===== config.mk =====
export PLATFORM = sky130hd
export DESIGN_NAME = rate_gen
export DESIGN_NICKNAME = d
export VERILOG_FILES = /design/src/hw/majority_sampler.v /design/src/hw/rate_gen.v
export VERILOG_INCLUDE_DIRS = /design/src /design/src/hw
export SDC_FILE = /design/constraint.sdc
export NUM_CORES = 1
export LEC_CHECK = 0
export BUFFER_PORTS_ARGS = -buffer_cell sky130_fd_sc_hd__buf_2
export CAP_MARGIN = 20
export CORE_ASPECT_RATIO = 1.1
export CORE_MARGIN = 3
export CORE_UTILIZATION = 55
export DETAILED_ROUTE_END_ITERATION = 16
export PLACE_DENSITY = 0.92
export RECOVER_POWER = 25
export SYNTH_ARGS = -nofsm -noshare
export SYNTH_HDL_FRONTEND = slang
export SYNTH_SLANG_ARGS = --single-unit

===== constraint.sdc =====
create_clock -name clk -period 5.8 [get_ports clk]
set_clock_uncertainty 0.1 [all_clocks]
set_input_delay 0.29 -clock clk [delete_from_list [all_inputs] [get_ports clk]]
set_output_delay 0.29 -clock clk [all_outputs]
set_load 0.01 [all_outputs]

===== src/hw/rate_gen_consts.vh =====
// Purpose: Offsets, field positions and reset values of the bit-rate generator
// Assumes: 32-bit AXI4-Lite register words, one aligned word per register
// Notes:   Definitions only
`ifndef RATE_GEN_CONSTS_VH
`define RATE_GEN_CONSTS_VH

// ----------------------------------------------------------------
// Register byte addresses
// ----------------------------------------------------------------
`define OFS_TX_CTRL      4'h0
`define OFS_RX_CTRL      4'h4
`define OFS_RATE_CTRL    4'h8
`define OFS_DIV_HIGH     4'hc
`define ADDR_BITS        4

// ----------------------------------------------------------------
// Field positions
// ----------------------------------------------------------------
`define BIT_MASTER_SEL   7
`define BIT_SYNC_SEL     4
`define BIT_HIGH_SPEED   2
`define BIT_PORT_EN      7
`define BIT_WIDE_DIV     3
`define BIT_DIV_LOW_WORD 8

// ----------------------------------------------------------------
// Reset values and prescales
// ----------------------------------------------------------------
`define RST_TX_CTRL      8'h02
`define RST_RX_CTRL      8'h00
`define RST_RATE_CTRL    8'h40
`define RST_DIV          8'h00
`define TX_CTRL_WMASK    8'hfd
`define RX_CTRL_WMASK    8'hf8
`define RATE_CTRL_WMASK  8'h9b
`define PRE_SLOW         7'h40
`define PRE_FAST         7'h10
`define PRE_SYNC         7'h04

`endif


===== src/hw/majority_sampler.v =====
// Purpose: Takes three samples of the receive level per bit and votes
// Assumes: rx_in already synchronised to clk
// Notes:   single_mode passes the middle sample straight through
`timescale 1ns/1ps
`default_nettype none
module majority_sampler (
    input  wire       clk,
    input  wire       rst_b,
    input  wire       sample_en,
    input  wire       bit_end,
    input  wire       single_mode,
    input  wire       rx_in,
    output reg        rx_bit
);
    reg [1:0] cnt_q;
    reg [2:0] smp_q;
    wire      vote;

    assign vote = (smp_q[0] & smp_q[1]) | (smp_q[0] & smp_q[2]) | (smp_q[1] & smp_q[2]);

    always @(posedge clk) begin
        if (!rst_b) begin
            cnt_q  <= 2'h0;
            smp_q  <= 3'h7;
            rx_bit <= 1'b1;
        end else begin
            if (sample_en && cnt_q != 2'h3) begin
                smp_q[cnt_q] <= rx_in;
                cnt_q        <= cnt_q + 2'h1;
            end
            if (bit_end) begin
                cnt_q  <= 2'h0;
                // Single mode uses only the sample from the middle slot
                rx_bit <= single_mode ? smp_q[1] : vote;
            end
        end
    end
endmodule // majority_sampler
`default_nettype wire


===== src/hw/rate_gen.v =====
// Purpose: Bit-rate generator with receive-level sampling, AXI4-Lite registers
// Assumes: clk is the device clock; divisor never programmed to zero
// Notes:   Framing, auto-rate detection and wake-up live elsewhere
//
// Contract
// - Bit rate derives only from the device clock; clock change changes rate.
// - Asynchronous, not both speed selects: three samples per bit, majority vote.
// - Synchronous, or both speed selects set: one sample per bit.
// - Async, 8-bit, low speed: rate is clock over 64 times divisor plus one.
// - Async one select set: over 16(n+1); synchronous: over 4(n+1).
// - Divisor is high byte above low byte, a 16-bit reload value.
// - Narrow mode uses low byte only; wide select uses both; default narrow.
// - Any divisor byte write clears the rate counter one clock after the byte updates.
// - Formulas apply in master or async; slave takes clock from remote.
//
// The register offsets and register access over AXI4-Lite were decided locally.
`timescale 1ns/1ps
`default_nettype none
`include "rate_gen_consts.vh"
module rate_gen (
    input  wire        clk,
    input  wire        rst_b,
    input  wire        s_axi_awvalid,
    output reg         s_axi_awready,
    input  wire [31:0] s_axi_awaddr,
    input  wire        s_axi_wvalid,
    output reg         s_axi_wready,
    input  wire [31:0] s_axi_wdata,
    input  wire [3:0]  s_axi_wstrb,
    output reg         s_axi_bvalid,
    input  wire        s_axi_bready,
    output reg  [1:0]  s_axi_bresp,
    input  wire        s_axi_arvalid,
    output reg         s_axi_arready,
    input  wire [31:0] s_axi_araddr,
    output reg         s_axi_rvalid,
    input  wire        s_axi_rready,
    output reg  [31:0] s_axi_rdata,
    output reg  [1:0]  s_axi_rresp,
    input  wire        rx_pin,
    output reg         bit_tick,
    output reg         rx_level
);
    // ----------------------------------------------------------------
    // Registers
    // ----------------------------------------------------------------
    reg  [7:0]  tx_ctrl_q;
    reg  [7:0]  rx_ctrl_q;
    reg  [7:0]  rate_ctrl_q;
    reg  [7:0]  div_high_q;
    reg  [7:0]  div_low_q;
    reg         aw_held_q;
    reg         w_held_q;
    reg  [3:0]  aw_addr_q;
    reg  [31:0] w_data_q;
    reg  [3:0]  w_strb_q;
    reg         rx_meta_q;
    reg         rx_sync_q;
    reg  [15:0] count_q;
    reg  [6:0]  pre_q;
    reg  [6:0]  pre_sel;
    reg         aw_bad_q;
    reg         div_wr;
    reg  [31:0] rd_word;
    wire        sync_mode;
    wire        hs;
    wire        wide;
    wire        single_mode;
    wire        run;
    wire [15:0] reload;
    wire        pre_wrap;
    wire        cnt_wrap;
    wire        sample_en;
    wire        voted;
    wire        do_write;
    wire [6:0]  quarter;
    wire        rd_bad;

    assign sync_mode   = tx_ctrl_q[`BIT_SYNC_SEL];
    assign hs          = tx_ctrl_q[`BIT_HIGH_SPEED];
    assign wide        = rate_ctrl_q[`BIT_WIDE_DIV];
    assign single_mode = sync_mode | (hs & wide);
    // Slave mode: the remote party clocks the link, so no tick here
    assign run         = rx_ctrl_q[`BIT_PORT_EN] &
                         (~sync_mode | tx_ctrl_q[`BIT_MASTER_SEL]);
    assign reload      = wide ? {div_high_q, div_low_q} : {8'h00, div_low_q};
    assign do_write    = aw_held_q & w_held_q & ~s_axi_bvalid;
    assign rd_bad      = (s_axi_araddr[31:4] != 28'h0000000) || (s_axi_araddr[1:0] != 2'b00);

    // ----------------------------------------------------------------
    // Prescale choice
    // ----------------------------------------------------------------
    always @* begin
        if (sync_mode)
            pre_sel = `PRE_SYNC;
        else if (hs & wide)
            pre_sel = `PRE_SYNC;
        else if (hs | wide)
            pre_sel = `PRE_FAST;
        else
            pre_sel = `PRE_SLOW;
    end

    // Period is prescale times (n+1) device clocks, nothing else
    // Wrap on >= so a mode change that shrinks a limit cannot strand a counter
    assign pre_wrap  = (pre_q >= pre_sel - 7'h01);
    assign cnt_wrap  = pre_wrap && (count_q >= reload);
    // Three strobes a quarter apart in the middle count step; second is the single sample
    assign quarter   = {2'b00, pre_sel[6:2]};
    assign sample_en = run && (count_q == {1'b0, reload[15:1]}) &&
                       (pre_q == quarter - 7'h01 ||
                        pre_q == {quarter[5:0], 1'b0} - 7'h01 ||
                        pre_q == quarter + {quarter[5:0], 1'b0} - 7'h01);

    // ----------------------------------------------------------------
    // Rate counter
    // ----------------------------------------------------------------
    always @(posedge clk) begin
        if (!rst_b) begin
            pre_q    <= 7'h00;
            count_q  <= 16'h0000;
            bit_tick <= 1'b0;
        end else begin
            bit_tick <= 1'b0;
            if (div_wr || !run) begin
                pre_q   <= 7'h00;
                count_q <= 16'h0000;
            end else if (pre_wrap) begin
                pre_q <= 7'h00;
                if (count_q >= reload) begin
                    count_q  <= 16'h0000;
                    bit_tick <= 1'b1;
                end else begin
                    count_q <= count_q + 16'h0001;
                end
            end else begin
                pre_q <= pre_q + 7'h01;
            end
        end
    end

    // ----------------------------------------------------------------
    // Receive pin synchroniser and sampler
    // ----------------------------------------------------------------
    always @(posedge clk) begin
        if (!rst_b) begin
            rx_meta_q <= 1'b1;
            rx_sync_q <= 1'b1;
            rx_level  <= 1'b1;
        end else begin
            rx_meta_q <= rx_pin;
            rx_sync_q <= rx_meta_q;
            rx_level  <= voted;
        end
    end

    majority_sampler u_sampler (
        .clk         (clk),
        .rst_b       (rst_b),
        .sample_en   (sample_en),
        .bit_end     (cnt_wrap),
        .single_mode (single_mode),
        .rx_in       (rx_sync_q),
        .rx_bit      (voted)
    );

    // ----------------------------------------------------------------
    // AXI4-Lite write channel
    // ----------------------------------------------------------------
    always @(posedge clk) begin
        if (!rst_b) begin
            s_axi_awready <= 1'b1;
            s_axi_wready  <= 1'b1;
            s_axi_bvalid  <= 1'b0;
            s_axi_bresp   <= 2'b00;
            aw_held_q     <= 1'b0;
            w_held_q      <= 1'b0;
            aw_addr_q     <= 4'h0;
            aw_bad_q      <= 1'b0;
            w_data_q      <= 32'h00000000;
            w_strb_q      <= 4'h0;
            tx_ctrl_q     <= `RST_TX_CTRL;
            rx_ctrl_q     <= `RST_RX_CTRL;
            rate_ctrl_q   <= `RST_RATE_CTRL;
            div_high_q    <= `RST_DIV;
            div_low_q     <= `RST_DIV;
            div_wr        <= 1'b0;
        end else begin
            div_wr <= 1'b0;
            if (s_axi_awvalid && s_axi_awready) begin
                aw_held_q     <= 1'b1;
                aw_addr_q     <= s_axi_awaddr[3:0];
                aw_bad_q      <= (s_axi_awaddr[31:4] != 28'h0000000) ||
                                 (s_axi_awaddr[1:0] != 2'b00);
                s_axi_awready <= 1'b0;
            end
            if (s_axi_wvalid && s_axi_wready) begin
                w_held_q     <= 1'b1;
                w_data_q     <= s_axi_wdata;
                w_strb_q     <= s_axi_wstrb;
                s_axi_wready <= 1'b0;
            end
            if (do_write) begin
                aw_held_q    <= 1'b0;
                w_held_q     <= 1'b0;
                s_axi_bvalid <= 1'b1;
                s_axi_bresp  <= 2'b00;
                if (aw_bad_q) begin
                    // Unmapped or misaligned: refused, no register touched
                    s_axi_bresp <= 2'b10;
                end else begin
                    if (w_strb_q[0]) begin
                        case (aw_addr_q)
                            `OFS_TX_CTRL: tx_ctrl_q <= (w_data_q[7:0] & `TX_CTRL_WMASK) |
                                                       (tx_ctrl_q & ~`TX_CTRL_WMASK);
                            `OFS_RX_CTRL: rx_ctrl_q <= w_data_q[7:0] & `RX_CTRL_WMASK;
                            `OFS_RATE_CTRL: rate_ctrl_q <= (w_data_q[7:0] & `RATE_CTRL_WMASK) |
                                                           (rate_ctrl_q & ~`RATE_CTRL_WMASK);
                            `OFS_DIV_HIGH: begin
                                div_high_q <= w_data_q[7:0];
                                div_wr     <= 1'b1;
                            end
                            default: s_axi_bresp <= 2'b10;
                        endcase
                    end
                    // Low byte sits in byte lane 1 of the divisor word
                    if (aw_addr_q == `OFS_DIV_HIGH && w_strb_q[1]) begin
                        div_low_q <= w_data_q[`BIT_DIV_LOW_WORD +: 8];
                        div_wr    <= 1'b1;
                    end
                end
            end
            if (s_axi_bvalid && s_axi_bready) begin
                s_axi_bvalid  <= 1'b0;
                s_axi_awready <= 1'b1;
                s_axi_wready  <= 1'b1;
            end
        end
    end

    // ----------------------------------------------------------------
    // AXI4-Lite read channel
    // ----------------------------------------------------------------
    always @* begin
        case (s_axi_araddr[3:0])
            `OFS_TX_CTRL:   rd_word = {24'h000000, tx_ctrl_q};
            `OFS_RX_CTRL:   rd_word = {24'h000000, rx_ctrl_q};
            // Receive-idle bit shows the live voted line level
            `OFS_RATE_CTRL: rd_word = {24'h000000, rate_ctrl_q[7], rx_level, rate_ctrl_q[5:0]};
            `OFS_DIV_HIGH:  rd_word = {16'h0000, div_low_q, div_high_q};
            default:        rd_word = 32'h00000000;
        endcase
    end

    always @(posedge clk) begin
        if (!rst_b) begin
            s_axi_arready <= 1'b1;
            s_axi_rvalid  <= 1'b0;
            s_axi_rdata   <= 32'h00000000;
            s_axi_rresp   <= 2'b00;
        end else if (s_axi_arvalid && s_axi_arready) begin
            s_axi_arready <= 1'b0;
            s_axi_rvalid  <= 1'b1;
            s_axi_rdata   <= rd_bad ? 32'h00000000 : rd_word;
            s_axi_rresp   <= rd_bad ? 2'b10 : 2'b00;
        end else if (s_axi_rvalid && s_axi_rready) begin
            s_axi_rvalid  <= 1'b0;
            s_axi_arready <= 1'b1;
        end
    end
endmodule // rate_gen
`default_nettype wire


After elaboration in Yosys (flattened, before gate mapping) --
Index checks and enable logic that the tools add are counted.
Word-level totals: input bits 108, bits in registers 137, word-level logic and storage cells 132
Operators by class: add/subtract/negate cells 8, reductions and logical operators 37, eq/ne operators 11, muxes and demuxes 23, bitwise logic cells 20, magnitude comparators 4
Operator list (number):
- case mux 16 bit (4 select lines) | 1
- nonzero test 28 bit | 2
- 2-to-1 mux 16 bit | 2
- 2-to-1 mux 32 bit | 1
- equality test 7 bit | 3
- 2-to-1 mux 7 bit | 3
- adder 16 x 1 -> 16 bit (second input constant) | 1
- equality test 16 x 15 -> 1 bit | 1
- equality test 4 bit (second input constant) | 4
- >= comparator 16 bit | 1
- AND reduction 4 bit | 4
- subtractor 7 x 1 -> 7 bit (second input constant) | 2
- logical AND 1 bit | 11
- 2-to-1 mux 1 bit | 10
- OR reduction 3 bit | 3
- equality test 4 x 3 -> 1 bit (second input constant) | 2
- logical NOT 4 bit | 2
- 2-to-1 mux 2 bit | 4
- OR 8 x 2 -> 8 bit | 1
- OR 8 x 7 -> 8 bit | 1
- OR reduction 2 bit | 4
- adder 5 x 6 -> 7 bit | 1
- adder 7 x 1 -> 7 bit (second input constant) | 1
- bitwise AND 1 bit | 7
- 16 further kinds | 31

Depth between registers and ports, before layout --
Gate-level depths: netlist (run 1).
depth after elaboration 10, mapped depth 14, mapped depth without buffers 13

Cells and area by module --
Synthesis (run 1) repeated with hierarchy kept, for this count alone.
Second synthesis, totals: cells, all modules 673, area, all modules 6082.1 um^2
By module, submodules not included:
- rate_gen | area an instance 5753.0 um^2, times used 1, cells each 640
- majority_sampler | area an instance 329.1 um^2, times used 1, cells each 33

Least setup slack after synthesis (run 1) --
No wires, ideal clock.
path type register to register, start register rate_ctrl_q[3], end register count_q[2], stages on the path, launching flop included 14, setup time 0.064 ns, arrival time 2.866 ns, required time 5.636 ns, path buffers 2, setup slack 2.769 ns, cell sequence dfxtp_1 > ha_1 > nor2_2 > ha_1 > inv_1 > xnor2_1 > ha_1 > and3_1 > a221oi_1 > o21a_1 > clkbuf_1 > o21bai_2 > buf_6 > nor2_1
On the way: longest elaborated chain between the ends 6, elaborated cells between the ends (all ways) 10
Ends and longest elaborated chain:
- from (decl) | line rate_gen.v:49 | reg [7:0] rate_ctrl_q;
- from (signal assigned) | line rate_gen.v:184 | rate_ctrl_q <= `RST_RATE_CTRL;
- from (signal assigned) | line rate_gen.v:217 | `OFS_RATE_CTRL: rate_ctrl_q <= (w_data_q[7:0] & `RATE_CTRL_WMASK) |
- OR 1 bit | line rate_gen.v:98 | else if (hs | wide)
- 2-to-1 mux 7 bit | line rate_gen.v:98
- 2-to-1 mux 7 bit | line rate_gen.v:96 | else if (hs & wide)
- 2-to-1 mux 7 bit | line rate_gen.v:94 | if (sync_mode)
- subtractor 7 x 1 -> 7 bit | line rate_gen.v:106 | assign pre_wrap = (pre_q >= pre_sel - 7'h01);
- >= comparator 7 bit | line rate_gen.v:106
- to (signal assigned) | line rate_gen.v:134 | count_q <= count_q + 16'h0001;
- to (decl) | line rate_gen.v:59 | reg [15:0] count_q;
Parallel ways exist; a longest one is shown, timed or not. A chain may end at the register's enable or synchronous reset.

Final worst setup path (run 1) --
start register rate_ctrl_q[3], end register count_q[9]
The elaborated chain is that of the path after synthesis.

==> results of run 1 <==
-- worst max-delay path by stage --
stage / end / slack, ns
CTS: count_q[9] / 1.94
global placement: count_q[13] / 2.09
floorplan: count_q[2] / 2.77
detailed placement: count_q[13] / 1.97
global route: count_q[15] / 1.47
finish: count_q[9] / 1.86
-- synthesized netlist by cell type, drive strengths merged (2+ instances only) --
cell type / number
and3: 8
a21boi: 26
mux2i: 36
a22o: 2
o32ai: 2
ha: 31
xor2: 19
nand3b: 2
o2111ai: 3
nor3: 9
a21oi: 10
xnor2: 17
and2: 4
nand4: 18
clkbuf: 19
nor4b: 2
a31oi: 3
a211oi: 5
nand2: 71
mux4: 4
nand4b: 3
buf: 24
o22ai: 2
a2111oi: 2
o21ai: 18
inv: 29
and4: 4
o211a: 4
nor2b: 50
dfxtp: 115
a22oi: 16
o211ai: 7
a21o: 3
nand3: 18
or3: 3
o21a: 2
nor4: 16
nand2b: 10
nor2: 35
-- power breakdown --
| part | total (mW) | switching, mW | internal, mW | leakage, nW |
|---|---|---|---|---|
| Sequential | 0.820 | 0.0144 | 0.805 | 0.932 |
| Combinational | 0.0972 | 0.0508 | 0.0464 | 1.74 |
| Clock | 1.03 | 0.381 | 0.653 | 0.270 |
-- logic make-up after synthesis --
family,after synthesis,synth area share
xor gates and xnor gates,36,0.0535
AOI/OAI and AO/OA,109,0.135
DFF,115,0.382
buffers and inverters,72,0.0581
muxes,41,0.0772
and+or+nand+nor,258,0.230
other,1,0.000622
adders and majority gates,31,0.0643
-- layout by cell type (no fill, tap or decap), types with 3 or more instances in the layout --
| master | instances |
|---|---|
| nor2_1 | 34 |
| clkbuf_16 | 17 |
| o21ai_0 | 17 |
| a22oi_1 | 16 |
| nand2b_1 | 9 |
| buf_2 | 91 |
| clkinvlp_4 | 6 |
| xnor2_1 | 17 |
| nor4_1 | 15 |
| o2111ai_1 | 3 |
| clkbuf_1 | 25 |
| o211ai_1 | 7 |
| a21boi_0 | 26 |
| nand2_1 | 71 |
| a31oi_1 | 3 |
| mux4_2 | 3 |
| a211oi_1 | 3 |
| dfxtp_1 | 115 |
| nand3_1 | 18 |
| ha_1 | 31 |
| dlygate4sd3_1 | 3 |
| and2_1 | 3 |
| nand4_1 | 18 |
| mux2i_1 | 36 |
| and3_1 | 8 |
| nor2b_1 | 50 |
| inv_1 | 29 |
| and4_1 | 4 |
| conb_1 | 18 |
| a21o_1 | 3 |
| a21oi_1 | 10 |
| nand4b_1 | 3 |
| o211a_1 | 4 |
| nor3_1 | 7 |
| xor2_1 | 18 |
-- area by class of cell --
| type | count | area, um^2 | area share |
|---|---|---|---|
| timing repair buffer | 119 | 583 | 0.0809 |
| tap | 143 | 179 | 0.0248 |
| sequential | 115 | 2300 | 0.320 |
| inverter | 29 | 109 | 0.0151 |
| multi-input combinational | 493 | 3440 | 0.478 |
| clock buffer | 20 | 457 | 0.0634 |
| clock inverter | 12 | 133 | 0.0184 |
-- metrics by stage --
step	hold WS, ns	std cells	worst slack [ns]	util
floorplan	0.286	680	2.77	-
global placement	0.295	896	2.09	0.628
detailed placement	0.300	896	1.97	0.628
CTS	0.0134	931	1.94	0.687
global route	0.0307	931	1.47	0.684
finish	0.0312	931	1.86	0.684
-- critical path, delay by kind of cell (launching register included) --
| family | cells | cell delay (ns) |
|---|---|---|
| buf+inv | 2 | 0.28 |
| xor+xnor | 2 | 0.41 |
| fa+ha+maj | 3 | 0.91 |
| simple gates | 5 | 0.63 |
| compound gates | 1 | 0.82 |
| flops | 1 | 0.65 |
-- state kept, by name, indices dropped and copies added (netlist names), 4 cells and up --
register	cells
pre_q	7
s_axi_rdata	16
w_data_q	16
count_q	16
div_low_q	8
rx_ctrl_q	5
rate_ctrl_q	5
aw_addr_q	4
div_high_q	8
tx_ctrl_q	7
-- routing by layer --
metal / wire length, um / track usage / vias up
li1: - / - / 2533
met1: 6270 / 0.295 / 2422
met2: 7530 / 0.439 / 267
met3: 1020 / 0.0563 / 48
met4: 500 / 0.122 / 0
met5: 0 / 0 / -
==> flow_summary.toml, run 1 <==
[status]
outcome = "complete, but fails checks"
violations = "capacitance limit, slew limit"

[layout]
syn_to_final_growth_pct = 19.5
drive_gt1_frac = 0.178
fill_cells = 780
design_area_mm2 = 0.00721
nNetsFinal = 914
n_antenna_cell = 0

[sta]
finalHoldViolations = 0
worstMarginPinSlew_ns = 3.17
rsz0062_at_grt = "no"
period_share = 0.680
relSlewSlack = -1.12
setup_viol_count_final = 0
fmax_mhz = 254
drv_slew = 94
fin_setup_tns_ns = 0
period_needed_ns = 3.94

[drt]
antenna_left = 0
avgViaCountPerCell = 5.66
num_vias = 5270
totalWireLength_mm = 15.3
drt_pre_antenna_iters = 6
drt-initial-drc-count = 380
wire_per_inst_um = 16.5
drc_errors = 0

[synthesis]
synth_edf_count = 0
synth_flop_cell = "dfxtp_1"
yosysWarnings = 0
yosysSeqAreaShare = 0.382
synth_top_cell_area_share = 0.382
synth_area_leaders = "dfxtp_1 (38%), ha_1 (6.4%), mux2i_1 (6.0%), nor2b_1 (5.2%), nand2_1 (4.4%)"
syn_area_mm2 = 0.00603
yosys_register_bits = 115
ys_async_sr_fraction = 0
synth_area_leader_cell = "dfxtp_1"
ys_types = 65
syn_inst = 663
avgSynthCellArea_um2 = 9.10

[global_route]
grt_pass1_vias = 5104
overflow = 0
antenna_found_initial = 0
grt_max_degree = 94
grt_pass1_wl_mm = 24.6
grtUsageTotal = 0.252

[worst_setup_path]
crit_start = "rate_ctrl_q[3]"
timing.rr.end = "count_q[9]"
required_ns = 5.98
cp-start-kind = "flop"
cp_max_fo = 17
r2r_start = "rate_ctrl_q[3]"
crit_top_cell = "ha_1"
crit_type = "flop to flop"
cpMaxStageDelayCell = "o21ai_1"
crit_arrival_ns = 4.12
max_stage_delay_ns = 0.82
reg2reg_setup_slack_ns = 1.86
endpoint_kind = "flop"
cp_cell_sequence = "inv_1, ha_1, nand2b_1, ha_1, inv_1, xnor2_1, ha_1, and3_1, nand2_1, o21ai_1, nand3_1, xor2_1, nor2_1"
reg2regPathDepth = 13

[placement]
io_buffers = 114
gp_congestion = 0.930
place_area_mm2 = 0.00662
place_hpwl_mm = 10.3

[min_path]
min_path_type = "input pin to flop"
min_delay_worst_endpoint = "w_data_q[9]"
holdPathStages = 3
worst_hold_startpoint = "s_axi_wdata[9]"

[floorplanning]
start_util = 0.572
core_region_area_mm2 = 0.0105
die_y_um = 116
dieArea_mm2 = 0.0123
die_w_um = 106
rows = 39
io_pins = 151

[clocking]
clockBufferDepth = 2
cts-hold-fix-buffers = 3
clk_pin_slew_ns = 0.06
clock_latency_ns = 0.41
cts_tree = "yes"
numCtsBuffers = 17
cts_setup_buffers = 0
cts-root-buf = "clkbuf_16"
clock_sinks = 115
cts_resized = 0
htree_levels = 4

[flow_run]
drv_cap = 1

[pwr]
p_total_mw = 1.95
p_per_area_mw_per_mm2 = 271
p_leak_nw = 2.94
ir_worst_vdd_mv = 0.203
Power figures use the tool's default switching activity.
==> run 2: changes to the inputs <==
- ABC_AREA: default -> 1
- CORE_UTILIZATION: 55 -> 49
- PLACE_DENSITY: 0.92 -> 0.87
- clock period: 5.8 -> 3.48 ns (I/O delays scaled with it)
==> run 2 against run 1 <==
Net effect: the flow now finishes without violations; wire length grew 7.7%; utilization shrank 6.1 points; via count grew 17%; combinational power grew 150%; sequential power grew 67%; non-clock buffer count grew 29; register-to-register slack lost 1.4 ns; final cell count grew 24%; critical path type unchanged; sequential share of layout area shrank 1.5 points; maximum frequency grew 31%; worst setup slack lost 1.4 ns; hold slack gained 0.069 ns.
==> flow_summary.toml, run 2 <==
[synthesis]
yosysSeqAreaShare = 0.374
synth_flop_cell = "dfxtp_1"
synth_area_leader_cell = "dfxtp_1"
synth_top_cell_area_share = 0.374
syn_inst = 848
synth_area_leaders = "dfxtp_1 (37%), nand2_1 (12%), ha_1 (6.3%), nor2_1 (5.7%), a21oi_1 (5.5%)"
synthMostInstantiatedCell = "nand2_1"
yosys_register_bits = 115
synthTopCellsByCount = "nand2_1 (190), dfxtp_1 (115), nor2_1 (94), inv_1 (80), a21oi_1 (68)"
yosysWarnings = 0
synth_edf_count = 0
ys_types = 45
avgSynthCellArea_um2 = 7.26
ys_async_sr_fraction = 0
syn_area_mm2 = 0.00615

[sta]
setup_viol_count_final = 0
fmax_mhz = 331
period_share = 0.867
fin_setup_tns_ns = 0
finalHoldViolations = 0
whs_ns = 0.0999
period_needed_ns = 3.02
drv_slew = 0
rsz0062_at_grt = "no"
relSlewSlack = 0.404
worstMarginPinSlew_ns = 0.894

[clocking]
clk_pin_slew_ns = 0.06
clock_sinks = 115
clockBufferDepth = 2
cts_tree = "yes"
cts-root-buf = "clkbuf_16"
numCtsBuffers = 17
htree_levels = 4
cts_resized = 0
clock_latency_ns = 0.41

[layout]
syn_to_final_growth_pct = 22.9
biggestRegsByFlops = "count_q: 16 flops, s_axi_rdata: 16 flops, w_data_q: 16 flops"
n_antenna_cell = 0
mostFrequentLayoutCells = "nand2_1 (190), dfxtp_1 (115), nor2_1 (94), buf_2 (92), inv_1 (80)"
fin_util = 0.623
nNetsFinal = 1130
drive_gt1_frac = 0.170
finalNonFillerCells = 1158
final_common_cell = "nand2_1"

[pwr]
clkPwrFrac = 0.509
seqPwrFrac = 0.417
p_leak_nw = 3.28
ir_worst_vdd_mv = 0.296
switching_share = 0.242
internal_power_mw = 2.49
p_total_mw = 3.29
p_switching_mw = 0.798
p_per_area_mw_per_mm2 = 435
power_frac_comb = 0.073

[placement]
gp_congestion = 0.914
io_buffers = 114
dp.cells = 1097
place_hpwl_mm = 11.4

[drt]
totalWireLength_mm = 16.5
drc_errors = 0
antenna_left = 0
drt-initial-drc-count = 307
avgViaCountPerCell = 5.35
num_vias = 6191
drt_pre_antenna_iters = 5
wire_per_inst_um = 14.2

[floorplanning]
core_region_area_mm2 = 0.0121
rows = 42
io_pins = 151
die_w_um = 113
dieArea_mm2 = 0.0139
start_util = 0.507
die_y_um = 124

[global_route]
grt_pass1_vias = 5799
antenna_found_initial = 0
overflow = 0
grt_max_degree = 58
grtUsageTotal = 0.236
grt_pass1_wl_mm = 26.6

[status]
outcome = "finished, final reports clean"

[worst_setup_path]
max_stage_delay_ns = 0.34
cpMaxStageDelayCell = "dfxtp_1"
endpoint_kind = "flop"
cp_cell_sequence = "ha_1, nor2_1, ha_1, inv_1, nand2_1, nand2_1, ha_1, nand2_1, nor2_1, nand2_2, nand2_4, nor2_4, inv_2, nand2_2, inv_2, nor2_1"
cp_max_fo = 14
crit_arrival_ns = 3.21
required_ns = 3.68
crit_type = "flop to flop"
cp-start-kind = "flop"

[flow_run]
drv_cap = 0

[min_path]
min_path_type = "input pin to flop"
run 2: cell types whose count changed after synthesis, sizes merged, moves of 16 or more:
| cell | before | now |
|---|---|---|
| o21ai | 18 | 64 |
| mux2i | 36 | 0 |
| nand2 | 71 | 195 |
| nor2 | 35 | 109 |
| nand3 | 18 | 58 |
| inv | 29 | 83 |
| nor2b | 50 | 0 |
| a22oi | 16 | 0 |
| a21boi | 26 | 1 |
| a21oi | 10 | 68 |
run 2: final cells by class:
class	count	area, um^2
fillers	998	4580
repair buffers	148	867
multi-input cells	626	3320
clock inverters	14	140
flip-flops and latches	115	2300
inverters	83	312
clock buffers	18	429
well taps	154	193
run 2: routing by layer:
metal,share of wire,vias up,GRT usage
met4,0.032,0,0.106
met3,0.060,52,0.0558
met2,0.51,233,0.422
li1,-,3055,-
met5,0,-,0
met1,0.40,2851,0.268
run 2: path summary, 6_finish.rpt:
path              cells after the start      startpoint      endpoint  slack, ns
setup / recovery                     16  rate_ctrl_q[3]    count_q[8]       0.46
hold / removal                        3   s_axi_awvalid  aw_addr_q[2]        0.1
setup reg to reg                     16  rate_ctrl_q[3]    count_q[8]       0.46
hold reg to reg                       1       rx_meta_q     rx_sync_q       0.32
run 2: metrics by stage:
stage          cell area, um^2  worst slack (ns)
6_report                  7560             0.461
3_5_place_dp              6740             0.515
3_3_place_gp              6740             0.609
4_1_cts                   7590             0.484
2_1_floorplan             6220             0.743
5_1_grt                   7560             0.231
run 2: repair_timing:
action,in CTS,in global routing
endpoints found under the hold margin,29,0
setup buffers,0,0
hold buffers,29,0
run 2: cells by family after synthesis:
logic type               count (synthesis)  share of synthesized area
AO/OA/AOI/OAI                          149                      0.130
XOR/XNOR                                10                     0.0142
adder cells (fa/ha/maj)                 31                     0.0630
buffers and inverters                  124                     0.0968
flip-flops                             115                      0.374
other                                    1                   0.000609
AND/OR/NAND/NOR                        418                      0.321
run 2: critical path: cells and delay by family, from the launching register on:
kind	cells	cell delay (ns)
adders and majority gates	3	0.75
buffers and inverters	3	0.48
DFF	1	0.34
and+or+nand+nor	10	1.24
run 2: power by group through the flow:
stage	logic (mW)	clock network (mW)	registers, mW
after floorplan	0.135	0	1.40
after global placement	0.204	0	1.40
after detailed placement	0.210	0	1.40
after CTS	0.235	1.68	1.37
after global routing	0.267	1.74	1.38
final	0.241	1.68	1.37
==> run 3: changes to the inputs <==
- SYNTH_HIERARCHICAL: default -> 1
==> run 3 against run 2 <==
Net effect: wire length fell by 1.7%; cell area rose by 0.50%; flip-flop and latch count did not move; global-route usage fell by 0.40 points; count of clock-buffer cells in the layout rose by 6; highest routed layer unchanged.
==> flow_summary.toml, run 3 <==
[sta]
relSlewSlack = 0.440
drv_slew = 0
finalHoldViolations = 0
rsz0062_at_grt = "no"
setup_viol_count_final = 0
worstMarginPinSlew_ns = 0.840
fmax_mhz = 331
period_share = 0.868
period_needed_ns = 3.02
whs_ns = 0.0164
fin_setup_tns_ns = 0

[drt]
drt-initial-drc-count = 514
drc_errors = 0
drt_pre_antenna_iters = 6
totalWireLength_mm = 16.2
dr_wl_met3_mm = 1.16
antenna_left = 0
avgViaCountPerCell = 5.13
highest_layer = "met4"
num_vias = 6172
drt-met1-wl_mm = 6.12
met2_length_mm = 8.40
wire_per_inst_um = 13.5

[synthesis]
ys_types = 40
syn_area_mm2 = 0.00618
synth_edf_count = 0
synth_area_leader_cell = "dfxtp_1"
yosys_register_bits = 115
syn_inst = 896
synth_area_leaders = "dfxtp_1 (37%), nand2_1 (10%), nor2_1 (9.0%), inv_1 (7.0%), ha_1 (6.1%)"
ys_async_sr_fraction = 0
synth_flop_cell = "dfxtp_1"
synth_top_cell_area_share = 0.372
yosysWarnings = 6
synthMostInstantiatedCell = "nand2_1"
synthTopCellsByCount = "nand2_1 (168), nor2_1 (148), dfxtp_1 (115), inv_1 (115), o21ai_0 (66)"
avgSynthCellArea_um2 = 6.90
yosysSeqAreaShare = 0.372

[layout]
mostFrequentLayoutCells = "nand2_1 (168), nor2_1 (149), inv_1 (115), dfxtp_1 (115), buf_2 (92)"
n_antenna_cell = 0
syn_to_final_growth_pct = 22.9
drive_gt1_frac = 0.150
fill_cells = 1043
fin_util = 0.623
nNetsFinal = 1175
final_common_cell = "nand2_1"
biggestRegsByFlops = "count_q: 16 flops, s_axi_rdata: 16 flops, w_data_q: 16 flops"

[worst_setup_path]
cpMaxStageDelayCell = "dfxtp_1"
required_ns = 3.72
cp-start-kind = "flop"
cp_top_family = "adder cells"
endpoint_kind = "flop"
crit_arrival_ns = 3.26
cp_max_fo = 13
reg2reg_setup_slack_ns = 0.46
cp_cell_sequence = "inv_1, ha_1, nand2_1, ha_1, ha_1, nand2_1, a21oi_1, nor2_1, nand2_2, buf_4, inv_1, nand2_1, nor3b_1"
cp.buffers_inverters = 3
crit_type = "flop to flop"
max_stage_delay_ns = 0.57

[placement]
place_hpwl_mm = 10.9
gp_congestion = 0.916
io_buffers = 114

[global_route]
grtUsageTotal = 0.232
overflow = 0
grt_pass1_wl_mm = 26.1
grt_pass1_vias = 5876
antenna_found_initial = 0
grt_max_degree = 65

[pwr]
p_total_mw = 3.30
ir_worst_vdd_mv = 0.514
p_per_area_mw_per_mm2 = 434
p_leak_nw = 3.44

[floorplanning]
start_util = 0.507
die_w_um = 113
core_region_area_mm2 = 0.0122
io_pins = 151
die_y_um = 124
rows = 42
dieArea_mm2 = 0.0140

[clocking]
clockBufferDepth = 2
clk_pin_slew_ns = 0.06
cts_tree = "yes"
cts-root-buf = "clkbuf_16"
clock_latency_ns = 0.42
cts_resized = 0
htree_levels = 4
numCtsBuffers = 17
clock_sinks = 115

[status]
outcome = "finished, final reports clean"

[min_path]
min_path_type = "input pin to flop"

[flow_run]
drv_cap = 0
-- run 3: changes by cell type after synthesis, sizes merged, moves of 8 or more --
cell   before  now
a21oi      68   55
inv        83  125
nand2     195  177
nand3      58   41
nand4      17   25
nor2      109  157
nor4       15    3
o21ai      64   76
xor2        8   20
-- run 3: what timing repair did --
action	4_1_cts	5_1_grt
setup buffers	0	0
endpoints found under the hold margin	27	0
hold buffers	28	0
-- run 3: worst min-delay path, delay by kind of cell --
kind | cells | cell delay, ns
buffers and inverters | 1 | 0.07
AO/OA/AOI/OAI | 1 | 0.18
AND/OR/NAND/NOR | 1 | 0.05
-- run 3: cells by family after synthesis --
family,share of synthesized area
AND/OR/NAND/NOR,0.298
buffers and inverters,0.117
AO/OA/AOI/OAI,0.119
flip-flops,0.372
adder cells (fa/ha/maj),0.0607
XOR/XNOR,0.0326
other,0.000606
-- run 3: layer usage --
layer  global-route usage  vias to the layer above
li1                     -                     3098
met1                0.246                     2765
met2                0.430                      247
met3               0.0646                       62
met4                0.104                        0
met5                    0                        -
-- run 3: layout make-up --
type / instances / area, um^2 / share of cell area
Tap cell: 154 / 193 / 0.0253
Sequential cell: 115 / 2300 / 0.303
Multi-Input combinational cell: 631 / 3210 / 0.423
Timing Repair Buffer: 145 / 842 / 0.111
Inverter: 127 / 477 / 0.0627
Clock inverter: 8 / 103 / 0.0135
Clock buffer: 24 / 472 / 0.0621
-- run 3: worst paths after layout --
check / end / from / cells after the start
max: pre_q[4] / rate_ctrl_q[3] / 13
min: aw_addr_q[0] / s_axi_awaddr[0] / 3
max reg2reg: pre_q[4] / rate_ctrl_q[3] / 13
min reg2reg: rx_sync_q / rx_meta_q / 1
-- run 3: power breakdown --
part	internal [mW]	leakage (nW)	total, mW	switching, mW
clock	1.09	0.274	1.69	0.600
combinational	0.0956	2.23	0.230	0.135
sequential	1.35	0.934	1.38	0.0264
total	2.54	3.44	3.30	0.761
-- run 3: stage by stage --
stage,instance area (um^2),std cells,setup slack [ns]
after floorplan,6250,913,0.989
after global placement,6790,1144,0.603
after detailed placement,6790,1144,0.521
after CTS,7640,1204,0.454
after global routing,7600,1204,0.159
final,7600,1204,0.460
